`config.mk`:
```
export PLATFORM = sky130hd
export DESIGN_NAME = dcs_ctrl_status
export DESIGN_NICKNAME = d
export VERILOG_FILES = /design/src/dcs_pkg.sv /design/src/dcs_ctrl_status.sv
export SDC_FILE = /design/constraint.sdc
export NUM_CORES = 1
export LEC_CHECK = 0
export BUFFER_PORTS_ARGS = -buffer_cell sky130_fd_sc_hd__buf_2
export CAP_MARGIN = 10
export CORE_MARGIN = 3
export CORE_UTILIZATION = 35
export DETAILED_ROUTE_END_ITERATION = 8
export PLACE_DENSITY = 0.62
export SLEW_MARGIN = 20
export SYNTH_ARGS = -nofsm -noshare
export SYNTH_HDL_FRONTEND = slang
export SYNTH_SLANG_ARGS = --single-unit
```
`constraint.sdc`:
```
create_clock -name CLK -period 6.28 [get_ports CLK]
set_clock_uncertainty 0.1 [all_clocks]
set_input_delay 0.314 -clock CLK [delete_from_list [all_inputs] [get_ports CLK]]
set_output_delay 0.314 -clock CLK [all_outputs]
set_load 0.05 [all_outputs]
```
`src/dcs_pkg.sv`:
```
// Package for the drive control/status word logic.
// Assumes a single 50 MHz system clock domain.
package dcs_pkg;
  // Register byte offsets
  localparam logic [3:0] OFF_CTRL = 4'h0;
  localparam logic [3:0] OFF_CONFIG = 4'h4;
  localparam logic [3:0] OFF_STATUS = 4'h8;
  localparam logic [3:0] OFF_REF = 4'hc;
  // Config field positions
  localparam int CFG_PROFILE_POS = 0;
  localparam int CFG_FASTIO_POS = 1;
  localparam int CFG_RELAY_POS = 2;
  // Reset values
  localparam logic [15:0] CTRL_RST = 16'h0000;
  localparam logic [2:0] CONFIG_RST = 3'h0;
  // Profile codes: fieldbus profile is value 0
  localparam logic PROFILE_FIELDBUS = 1'b0;
  // Fast-input refresh time and its cycle count
  localparam int CLK_HZ = 50000000;
  localparam int FASTIO_MS = 10;
  localparam int FASTIO_CYC = FASTIO_MS * (CLK_HZ / 1000);
  localparam int FASTIO_PERIOD_NS = 1000000;
  localparam int FASTIO_SAMPLE_CYC = FASTIO_PERIOD_NS / 20;

  typedef struct packed {
    logic ready;
    logic trip;
    logic trip_lock;
    logic warning;
    logic speed_eq_ref;
    logic local_stop;
    logic local_mode;
    logic at_freq_limit;
    logic start_signal;
    logic freq_nonzero;
    logic dc_volt_warn;
    logic over_current;
    logic over_temp;
    logic coasting;
  } dcs_drive_flags_t;

  typedef struct packed {
    logic ramp_stop;
    logic jog1;
    logic jog2;
    logic slow_down;
    logic catch_up;
    logic trip_reset;
    logic relay_on;
  } dcs_cmd_t;
endpackage
```
`src/dcs_ctrl_status.sv`:
```
// Control word decode and status word composition for a motor drive.
// Assumes drive flags are synchronous to CLK; Avalon-MM slave, 32-bit data.
//
// The address map and the Avalon-MM slave port were chosen for this implementation.
`timescale 1ns/100ps
`default_nettype none
module dcs_ctrl_status #(
  parameter bit FIELDBUS_FITTED = 1'b1,
  parameter int FASTIO_CYCLES = dcs_pkg::FASTIO_SAMPLE_CYC
) (
  // Clock and reset
  input wire logic CLK,
  input wire logic RST_B,
  input wire logic CE,
  // Avalon-MM slave
  input wire logic [3:0] AVS_ADDRESS,
  input wire logic AVS_READ,
  input wire logic AVS_WRITE,
  input wire logic [31:0] AVS_WRITEDATA,
  output logic [31:0] AVS_READDATA,
  output logic AVS_WAITREQUEST,
  // Drive condition flags
  input wire dcs_pkg::dcs_drive_flags_t DRIVE_FLAGS,
  input wire logic [4:0] RAW_INPUTS,
  // Decoded commands and status word
  output dcs_pkg::dcs_cmd_t CMD,
  output logic [15:0] STATUS_WORD
);
  logic [15:0] ctrl_reg;
  logic [2:0] config_reg;
  logic [15:0] status_reg, status_next;
  dcs_pkg::dcs_cmd_t cmd_reg, cmd_next;
  logic bit7_reg;
  logic start_dis_reg, start_dis_next;
  logic [4:0] fast_reg;
  logic [31:0] fast_cnt_reg;
  logic [31:0] rdata_reg;
  logic ack_reg;
  logic wait_reg;

  // Offset compare shared by the read mux and the write strobes
  function automatic logic addr_is(input logic [3:0] addr,
    input logic [3:0] off);
    addr_is = addr == off;
  endfunction

  wire fieldbus = config_reg[dcs_pkg::CFG_PROFILE_POS] ==
    dcs_pkg::PROFILE_FIELDBUS;
  wire fast_mode = FIELDBUS_FITTED &&
    config_reg[dcs_pkg::CFG_FASTIO_POS];
  wire relay_cfg = config_reg[dcs_pkg::CFG_RELAY_POS];
  wire serial_ok = !DRIVE_FLAGS.local_stop &&
    !DRIVE_FLAGS.local_mode;
  // Local mode refuses the word just as a data-not-valid word does
  wire word_valid = ctrl_reg[10] && serial_ok;
  wire on_all = &ctrl_reg[2:0];
  wire access = AVS_READ || AVS_WRITE;
  wire hit_ctrl = addr_is(AVS_ADDRESS, dcs_pkg::OFF_CTRL);
  wire hit_cfg = addr_is(AVS_ADDRESS, dcs_pkg::OFF_CONFIG);
  wire hit_stat = addr_is(AVS_ADDRESS, dcs_pkg::OFF_STATUS);
  wire wr_ctrl = AVS_WRITE && !ack_reg && hit_ctrl;
  wire wr_cfg = AVS_WRITE && !ack_reg && hit_cfg;
  wire fast_tick = fast_cnt_reg >= 32'(FASTIO_CYCLES - 1);

  // Read mux; unmapped offsets return zero
  logic [31:0] rd_mux;
  always_comb
  begin
    if (hit_ctrl)
      rd_mux = {16'h0000, ctrl_reg};
    else if (hit_cfg)
      rd_mux = {29'h0000000, config_reg};
    else if (hit_stat)
      rd_mux = {16'h0000, status_reg};
    else
      rd_mux = 32'h00000000;
  end

  // Status word composition
  always_comb
  begin
    status_next = 16'h0000;
    status_next[2] = !DRIVE_FLAGS.coasting && !DRIVE_FLAGS.trip;
    status_next[3] = DRIVE_FLAGS.trip;
    status_next[6] = DRIVE_FLAGS.trip_lock;
    status_next[7] = DRIVE_FLAGS.warning || DRIVE_FLAGS.dc_volt_warn ||
      DRIVE_FLAGS.over_current || DRIVE_FLAGS.over_temp;
    status_next[8] = DRIVE_FLAGS.speed_eq_ref;
    status_next[9] = serial_ok;
    status_next[10] = !DRIVE_FLAGS.at_freq_limit;
    status_next[11] = DRIVE_FLAGS.start_signal ||
      DRIVE_FLAGS.freq_nonzero;
    status_next[13] = DRIVE_FLAGS.dc_volt_warn;
    status_next[14] = DRIVE_FLAGS.over_current;
    status_next[15] = DRIVE_FLAGS.over_temp;
    if (fieldbus)
    begin
      status_next[0] = on_all && DRIVE_FLAGS.ready;
      status_next[1] = DRIVE_FLAGS.ready;
      status_next[4] = !ctrl_reg[1];
      status_next[5] = !ctrl_reg[2];
      status_next[6] = start_dis_reg;
    end
    else
    begin
      status_next[0] = DRIVE_FLAGS.ready;
      status_next[1] = DRIVE_FLAGS.ready;
    end
    if (fast_mode)
    begin
      status_next[5] = fast_reg[0];
      status_next[12] = fast_reg[1];
      status_next[13] = fast_reg[2];
      status_next[14] = fast_reg[3];
      status_next[15] = fast_reg[4];
    end
  end

  // Command decode
  always_comb
  begin
    cmd_next = '0;
    cmd_next.relay_on = cmd_reg.relay_on;
    if (word_valid && fieldbus)
    begin
      cmd_next.ramp_stop = !on_all;
      cmd_next.jog1 = ctrl_reg[8];
      cmd_next.jog2 = ctrl_reg[9];
      cmd_next.slow_down = ctrl_reg[11];
      cmd_next.catch_up = ctrl_reg[12] && !ctrl_reg[11];
      cmd_next.trip_reset = ctrl_reg[7] && !bit7_reg;
    end
    // Relay drops as soon as the stop command is withdrawn
    cmd_next.relay_on = relay_cfg && cmd_next.ramp_stop &&
      !DRIVE_FLAGS.freq_nonzero;
  end

  // Start-disable latch: set events win over the clearing pattern
  always_comb
  begin
    start_dis_next = start_dis_reg;
    if (word_valid && !ctrl_reg[0] && ctrl_reg[1] && ctrl_reg[2])
      start_dis_next = 1'b0;
    if (cmd_next.trip_reset ||
        (word_valid && (!ctrl_reg[1] || !ctrl_reg[2])))
      start_dis_next = 1'b1;
  end

  always_ff @(posedge CLK or negedge RST_B)
  begin
    if (!RST_B)
    begin
      ctrl_reg <= dcs_pkg::CTRL_RST;
      config_reg <= dcs_pkg::CONFIG_RST;
      ack_reg <= 1'b0;
      wait_reg <= 1'b1;
      rdata_reg <= 32'h00000000;
    end
    else if (CE)
    begin
      ack_reg <= access && !ack_reg;
      // Own flop so the pin does not hang off an inverter
      wait_reg <= !(access && !ack_reg);
      if (AVS_READ && !ack_reg)
        rdata_reg <= rd_mux;
      if (wr_ctrl)
        ctrl_reg <= AVS_WRITEDATA[15:0];
      if (wr_cfg)
        config_reg <= AVS_WRITEDATA[2:0];
    end
  end

  always_ff @(posedge CLK or negedge RST_B)
  begin
    if (!RST_B)
    begin
      status_reg <= 16'h0000;
      cmd_reg <= '0;
      bit7_reg <= 1'b0;
      start_dis_reg <= 1'b1;
    end
    else if (CE)
    begin
      status_reg <= status_next;
      cmd_reg <= cmd_next;
      // Edge history only advances on valid words so a held bit is no edge
      if (word_valid)
        bit7_reg <= ctrl_reg[7];
      start_dis_reg <= start_dis_next;
    end
  end

  // Raw inputs resampled every millisecond, well inside the 10 ms budget
  always_ff @(posedge CLK or negedge RST_B)
  begin
    if (!RST_B)
    begin
      fast_reg <= 5'h00;
      fast_cnt_reg <= 32'h00000000;
    end
    else if (CE)
    begin
      fast_cnt_reg <= fast_tick ? 32'h00000000 : fast_cnt_reg + 32'h1;
      if (fast_tick)
        fast_reg <= RAW_INPUTS;
    end
  end

  assign AVS_READDATA = rdata_reg;
  assign AVS_WAITREQUEST = wait_reg;
  assign CMD = cmd_reg;
  assign STATUS_WORD = status_reg;

  AST_TRIP_BIT: assert property (@(posedge CLK) disable iff (!RST_B)
    CE |=> status_reg[3] == $past(DRIVE_FLAGS.trip))
    else $error("trip bit mismatch");
  AST_LOCK_BIT: assert property (@(posedge CLK) disable iff (!RST_B)
    CE && !fieldbus |=> status_reg[6] == $past(DRIVE_FLAGS.trip_lock))
    else $error("trip lock bit mismatch");
  AST_SERIAL: assert property (@(posedge CLK) disable iff (!RST_B)
    CE && DRIVE_FLAGS.local_mode |=> !status_reg[9] && !cmd_reg.jog1)
    else $error("local mode not refused");
  AST_BIT12: assert property (@(posedge CLK) disable iff (!RST_B)
    CE && !fast_mode |=> !status_reg[12])
    else $error("bit 12 not zero");
  AST_PRIO: assert property (@(posedge CLK) disable iff (!RST_B)
    !(cmd_reg.slow_down && cmd_reg.catch_up))
    else $error("catch-up with slow-down");
  AST_RSTEDGE: assert property (@(posedge CLK) disable iff (!RST_B)
    cmd_reg.trip_reset |=> !cmd_reg.trip_reset)
    else $error("reset not one pulse");
  AST_INVALID: assert property (@(posedge CLK) disable iff (!RST_B)
    CE && !ctrl_reg[10] |=> !cmd_reg.ramp_stop && !cmd_reg.jog2)
    else $error("invalid word acted on");
  AST_OFF2: assert property (@(posedge CLK) disable iff (!RST_B)
    CE && fieldbus |=> status_reg[4] == !$past(ctrl_reg[1]))
    else $error("off2 bit mismatch");
  AST_RAMP: assert property (@(posedge CLK) disable iff (!RST_B)
    CE && word_valid && fieldbus && !on_all |=> cmd_reg.ramp_stop)
    else $error("ramp stop missing");
  AST_BUS: assert property (@(posedge CLK) disable iff (!RST_B)
    CE && access && !ack_reg |=> !AVS_WAITREQUEST)
    else $error("bus answer late");
  AST_COAST_BIT: assert property (@(posedge CLK) disable iff (!RST_B)
    CE && (DRIVE_FLAGS.coasting || DRIVE_FLAGS.trip) |=> !status_reg[2])
    else $error("coast bit set while released");
  AST_UNUSED45: assert property (@(posedge CLK) disable iff (!RST_B)
    CE && !fieldbus && !fast_mode |=> !status_reg[4] && !status_reg[5])
    else $error("native unused bits not zero");
  AST_WARN_BIT: assert property (@(posedge CLK) disable iff (!RST_B)
    CE && DRIVE_FLAGS.warning |=> status_reg[7])
    else $error("warning bit missing");
  AST_SPEED_BIT: assert property (@(posedge CLK) disable iff (!RST_B)
    CE |=> status_reg[8] == $past(DRIVE_FLAGS.speed_eq_ref))
    else $error("speed bit mismatch");
  AST_LIMIT_BIT: assert property (@(posedge CLK) disable iff (!RST_B)
    CE |=> status_reg[10] == !$past(DRIVE_FLAGS.at_freq_limit))
    else $error("limit bit mismatch");
  AST_RUN_BIT: assert property (@(posedge CLK) disable iff (!RST_B)
    CE |=> status_reg[11] == ($past(DRIVE_FLAGS.start_signal) ||
    $past(DRIVE_FLAGS.freq_nonzero)))
    else $error("running bit mismatch");
  AST_VOLT_BIT: assert property (@(posedge CLK) disable iff (!RST_B)
    CE && !fast_mode |=> status_reg[13] == $past(DRIVE_FLAGS.dc_volt_warn))
    else $error("voltage bit mismatch");
  AST_CURR_BIT: assert property (@(posedge CLK) disable iff (!RST_B)
    CE && !fast_mode |=> status_reg[14] == $past(DRIVE_FLAGS.over_current))
    else $error("current bit mismatch");
  AST_TEMP_BIT: assert property (@(posedge CLK) disable iff (!RST_B)
    CE && !fast_mode |=> status_reg[15] == $past(DRIVE_FLAGS.over_temp))
    else $error("thermal bit mismatch");
  AST_FAST_IN: assert property (@(posedge CLK) disable iff (!RST_B)
    CE && fast_mode |=> status_reg[12] == $past(fast_reg[1]))
    else $error("fast input bit mismatch");
  AST_RELAY: assert property (@(posedge CLK) disable iff (!RST_B)
    CE && !relay_cfg |=> !cmd_reg.relay_on)
    else $error("relay on without stop function");
  AST_JOG: assert property (@(posedge CLK) disable iff (!RST_B)
    CE && word_valid && fieldbus |=> cmd_reg.jog1 == $past(ctrl_reg[8]) &&
    cmd_reg.jog2 == $past(ctrl_reg[9]))
    else $error("jog select mismatch");
  AST_SLOW: assert property (@(posedge CLK) disable iff (!RST_B)
    CE && word_valid && fieldbus && ctrl_reg[11] |=> cmd_reg.slow_down)
    else $error("slow-down missing");
  AST_READY_OK: assert property (@(posedge CLK) disable iff (!RST_B)
    CE && fieldbus |=> status_reg[0] == ($past(&ctrl_reg[2:0]) &&
    $past(DRIVE_FLAGS.ready)))
    else $error("control ready bit mismatch");
  AST_OFF3: assert property (@(posedge CLK) disable iff (!RST_B)
    CE && fieldbus && !fast_mode |=> status_reg[5] == !$past(ctrl_reg[2]))
    else $error("off3 bit mismatch");
  AST_STARTDIS: assert property (@(posedge CLK) disable iff (!RST_B)
    CE && cmd_next.trip_reset |=> start_dis_reg)
    else $error("start disable not set on reset");
  COV_RAMP: cover property (@(posedge CLK) cmd_reg.ramp_stop);
  COV_RELAY: cover property (@(posedge CLK) cmd_reg.relay_on);
  COV_RESET: cover property (@(posedge CLK) cmd_reg.trip_reset);
  COV_FAST: cover property (@(posedge CLK) fast_mode && fast_tick);
  COV_PRIO: cover property (@(posedge CLK)
    word_valid && ctrl_reg[11] && ctrl_reg[12]);
endmodule
`default_nettype wire

```
* Word level (Yosys, flattened, before mapping)
Index checks and enable logic that the tools add are counted.
** Storage, ports and cells
- Register bits :: 115
- Input bits :: 60
- Output and inout port bits :: 56
- Word-level logic and storage cells :: 81
** Cells by class
- Add/subtract/negate cells :: 1
- Bitwise logic cells :: 1
- $lt $le $gt $ge :: 1
- Muxes and demuxes :: 11
- Reduce and logical (&&, ||, !) cells :: 48
- Equal/unequal tests :: 2
** Operator list (count)
- $mux W16 :: 3
- $add A32 B1 Y32 const B :: 1
- $ge A32 B16 Y1 const B :: 1
- $mux W32 :: 1
- $logic_and A1 B1 Y1 :: 18
- $logic_not A1 Y1 :: 14
- $reduce_and A2 Y1 :: 6
- $logic_or A1 B1 Y1 :: 7
- $mux W6 :: 1
- $eq A4 B3 Y1 const B :: 1
- $eq A4 B4 Y1 const B :: 1
- $logic_not A4 Y1 :: 1
- $mux W1 :: 4
- $mux W4 :: 1
- $mux W3 :: 1
- $reduce_and A3 Y1 :: 1
- $reduce_bool A2 Y1 :: 1
- $not A1 Y1 :: 1

* Depth between registers and ports, before layout
- Depth in word-level cells :: 8
- Gate-level depth with buffers :: 7
- Depth with buffers taken out :: 5

* Worst setup path before layout
Ideal clock, no wire load.
- Path type :: register -> register
- Start :: register fast_cnt_reg[14]
- End :: register fast_cnt_reg[21]
- Buffers on the path :: 2
- Stages on the path, launching flop included :: 7
- Slack :: 4.247 ns
- Data arrival time :: 1.856 ns
- Library setup time :: 0.077 ns
- Required time :: 6.103 ns
- Period minus slack after synthesis :: 2.033 ns
- Path through :: dfrtp_1 > clkbuf_2 > nand4_2 > or4_1 > buf_2 > or4_1 > a21oi_1
** On the way
- Cells in the longest elaborated chain, start to end :: 2
- Elaborated cells on any way between the ends :: 3
- Those cells by class :: 1 x add/sub; 1 x order compare; 1 x mux
** Ends and longest elaborated chain
- start: declaration :: line dcs_ctrl_status.sv:36 : logic [31:0] fast_cnt_reg;
- start signal: assignment :: line dcs_ctrl_status.sv:203 : fast_cnt_reg <= fast_tick ? 32'h00000000 : fast_cnt_reg + 32'h1;
- $add A32 B1 Y32 / $ge A32 B16 Y1 (equally long branches) :: line dcs_ctrl_status.sv:203, dcs_ctrl_status.sv:63
- $mux W32 * :: line dcs_ctrl_status.sv:203
Mark *: on every way between the ends. The rest lies on a longest branch, timed or not.
A chain may end at the register's enable or synchronous reset.

* Worst setup path in the final report
- Start :: input port CE
- End :: register ctrl_reg[12]
** On the way
- Cells in the longest elaborated chain, start to end :: 1
** Ends and longest elaborated chain
- start: declaration :: line dcs_ctrl_status.sv:14 : input wire logic CE,
- $reduce_and A2 Y1 (no line)
- end signal: assignment :: line dcs_ctrl_status.sv:153 : ctrl_reg <= dcs_pkg::CTRL_RST;
- end signal: assignment :: line dcs_ctrl_status.sv:167 : ctrl_reg <= AVS_WRITEDATA[15:0];
- end: declaration :: line dcs_ctrl_status.sv:29 : logic [15:0] ctrl_reg;
No other way between the ends.

==> flow_metrics.py <==
metrics = {
    "run_status": {
        "status": "completed",
    },
    "clock_network": {
        "htree_levels": 3,
        "cts.sinks": 99,
        "cts_buffers": 9,
        "cts-root-buf": "clkbuf_16",
        "post_cts_buffers": 0,
        "clk_pin_slew_worst_paths_ps": 70,
        "insertion_delay_ps": 340,
        "cts_resized": 0,
        "cts_tree": "yes",
        "cts_buffer_depth": 2,
        "holdBufCountCts": 1,
    },
    "yosys": {
        "synthDistinctLibCells": 51,
        "synth_top_area_share_pct": 52.50,
        "synth_edf_count": 0,
        "ys_seq_elements": 99,
        "syn_area_per_cell_um2": 10.37,
        "synth_top_cell_by_area": "dfrtp_1",
        "synthCells": 446,
        "ys_seq_area_share_pct": 53.64,
        "synthTopCellsByArea": "dfrtp_1, mux2_2, o21ai_0",
        "yosysMostFrequentCell": "dfrtp_1",
        "synth-async-reset-ratio_pct": 100.0,
        "ys_warn_count": 0,
        "yosys-top-cells-count": "dfrtp_1, o21ai_0, nor2_1",
        "synthFlopType": "dfrtp_1",
        "synthesis.area_um2": 4623,
    },
    "grt": {
        "overflow": 0,
        "grt_usage_pct": 15.22,
        "grt_pass1_vias": 3537,
        "grt_antenna_before_repair": 2,
        "grt_pass1_wl_um": 17990,
        "grt_max_degree": 74,
    },
    "finish": {
        "antenna_cells": 0,
        "layout-drive-gt1-share_pct": 27.22,
        "largest_register_ffs": 32,
        "area_growth_pct": 17.56,
        "layout.nets": 585,
    },
    "floorplanning": {
        "die_h_um": 120.9,
        "core_um2": 12770,
        "fp-row-count": 41,
        "initial_core_util_pct": 36.19,
        "io_pins": 116,
        "die-area_um2": 14620,
        "die_w_um": 120.9,
    },
    "critical_path": {
        "regToRegStartpoint": "fast_cnt_reg[0]",
        "cp_cell_sequence": "buf_2 > nor2b_1 > and3_1 > mux2_2",
        "reg2reg_depth": 6,
        "cp_slowest_cell": "and3_1",
        "worstSetupPathType": "input pin to register",
        "critPathLaunchType": "input pin",
        "cp.arrival_ps": 2490,
        "r2r_end": "fast_reg[3]",
        "cp.required_ps": 6410,
        "rrSetupSlack_ps": 3940,
        "crit_path_end_kind": "register",
        "crit_fanout": 51,
        "max_stage_delay_ps": 760,
    },
    "min_path": {
        "whs_path_depth": 2,
        "hold_path_end": "STATUS_WORD[10]",
        "hp-class": "input pin to register",
        "worstHoldStart": "DRIVE_FLAGS[6]",
    },
    "place": {
        "dpl.hpwl_um": 7600,
        "io_buffer_count": 83,
        "post-place-ws_ps": 3552,
        "place_congestion": 0.8539,
    },
    "job": {
        "drv_cap": 0,
    },
    "power": {
        "p_int_mw": 1.116,
        "vdd_drop_max_mv": 0.1537,
        "p_clk_share_pct": 31.3,
        "powerDensity_nw_per_um2": 302.6,
        "leakage_nw": 2.446,
        "p_switching_mw": 0.5286,
        "power_frac_seq_pct": 48.7,
        "switching_share_pct": 32.14,
        "power_frac_comb_pct": 19.9,
        "fin_total_pwr_mw": 1.645,
    },
    "routing": {
        "drc_errors": 0,
        "drt_pass1_iterations": 5,
        "routed_via_density": 5.118,
        "wirelength_um": 10670,
        "vias": 3588,
        "routedWlPerCell_um": 15.22,
        "drtIter0Drc": 163,
        "antenna_left": 0,
    },
    "sta": {
        "setup_tns_ps": 0,
        "slew_headroom_pct": 34.39,
        "worst_slew_pin_slew_ps": 981.7,
        "timing.fmax_mhz": 423.9,
        "period_share_pct": 37.57,
        "fin_ws_ps": 3921,
        "finalSetupViolCount": 0,
        "period_needed_ps": 2359,
        "rsz0062_at_grt": "no",
        "maxSlewViolCount": 0,
        "hold_viol": 0,
    },
}
[metrics by stage]
step	std cells	cell area [µm²]	utilization [%]	hold slack, ps
finish	701	5435	42.55	30.59
global route	701	5435	42.55	44.69
CTS	701	5435	42.55	23.88
detailed placement	684	5145	40.28	144.2
global placement	684	5145	40.28	144.9
floorplan	461	4679	-	-81.59
[cell families (layout without fill, tap and decap cells)]
logic type	count (synthesis)	in the layout	share of synthesized area, %
buffers and inverters	57	125	6.116
other	1	16	0.08111
and+or+nand+nor	148	148	17.51
muxes	33	33	7.930
AOI/OAI and AO/OA	97	97	12.56
DFF	99	99	53.64
xor gates and xnor gates	10	10	1.895
adders and majority gates	1	1	0.2706
[critical path: cells and delay by family]
family | cells | cell delay (ps)
buffers and inverters | 1 | 670
muxes | 1 | 420
and+or+nand+nor | 2 | 1060
[area by class of cell]
class / count / area, µm²
Clock buffer: 10 / 239.0
Clock inverter: 6 / 41.29
Fill cell: 1239 / 7338
Inverter: 21 / 78.83
Multi-Input combinational cell: 305 / 1923
Sequential cell: 99 / 2480
Tap cell: 172 / 215.2
Timing Repair Buffer: 88 / 457.9
[cell usage in the layout, fill, tap and decap left out, drive strengths merged, types with 4 or more instances in the layout]
cell,n
buf,87
inv,21
clkbuf,10
or3,6
nand2,31
nor4,11
o21ai,40
xnor2,8
dfrtp,97
a31oi,4
mux2,29
conb,16
nand4,13
a22oi,13
or4,5
and3,6
nand3,14
nor3,7
mux2i,4
and4,6
nand2b,5
a21oi,23
nor2,32
[layer usage]
metal | GRT usage, % | routed length, µm | up-vias
li1 | - | - | 1728
met5 | 0 | 14 | -
met4 | 5.666 | 193 | 4
met1 | 20.31 | 4777 | 1724
met2 | 24.42 | 5047 | 113
met3 | 3.217 | 636 | 19
[worst max-delay path by stage]
stage | startpoint | slack (ps) | depth (start not counted) | end
2_1_floorplan | fast_cnt_reg[14] | 4250 | 6 | fast_cnt_reg[21]
3_3_place_gp | CE | 3600 | 4 | ctrl_reg[11]
3_5_place_dp | CE | 3550 | 4 | ctrl_reg[12]
4_1_cts | CE | 3900 | 4 | ctrl_reg[7]
5_1_grt | CE | 3730 | 5 | AVS_READDATA[4]
6_report | CE | 3920 | 4 | ctrl_reg[12]
[power by group through the flow]
stage                     registers [mW]  clock network, mW  logic [mW]
after floorplan                    0.875                  0       0.174
after global placement             0.808                  0       0.324
after detailed placement           0.812                  0       0.331
after CTS                          0.801              0.526       0.333
after global routing               0.816              0.554       0.359
final                              0.801              0.515       0.328
(Power assumes the default switching activity.)
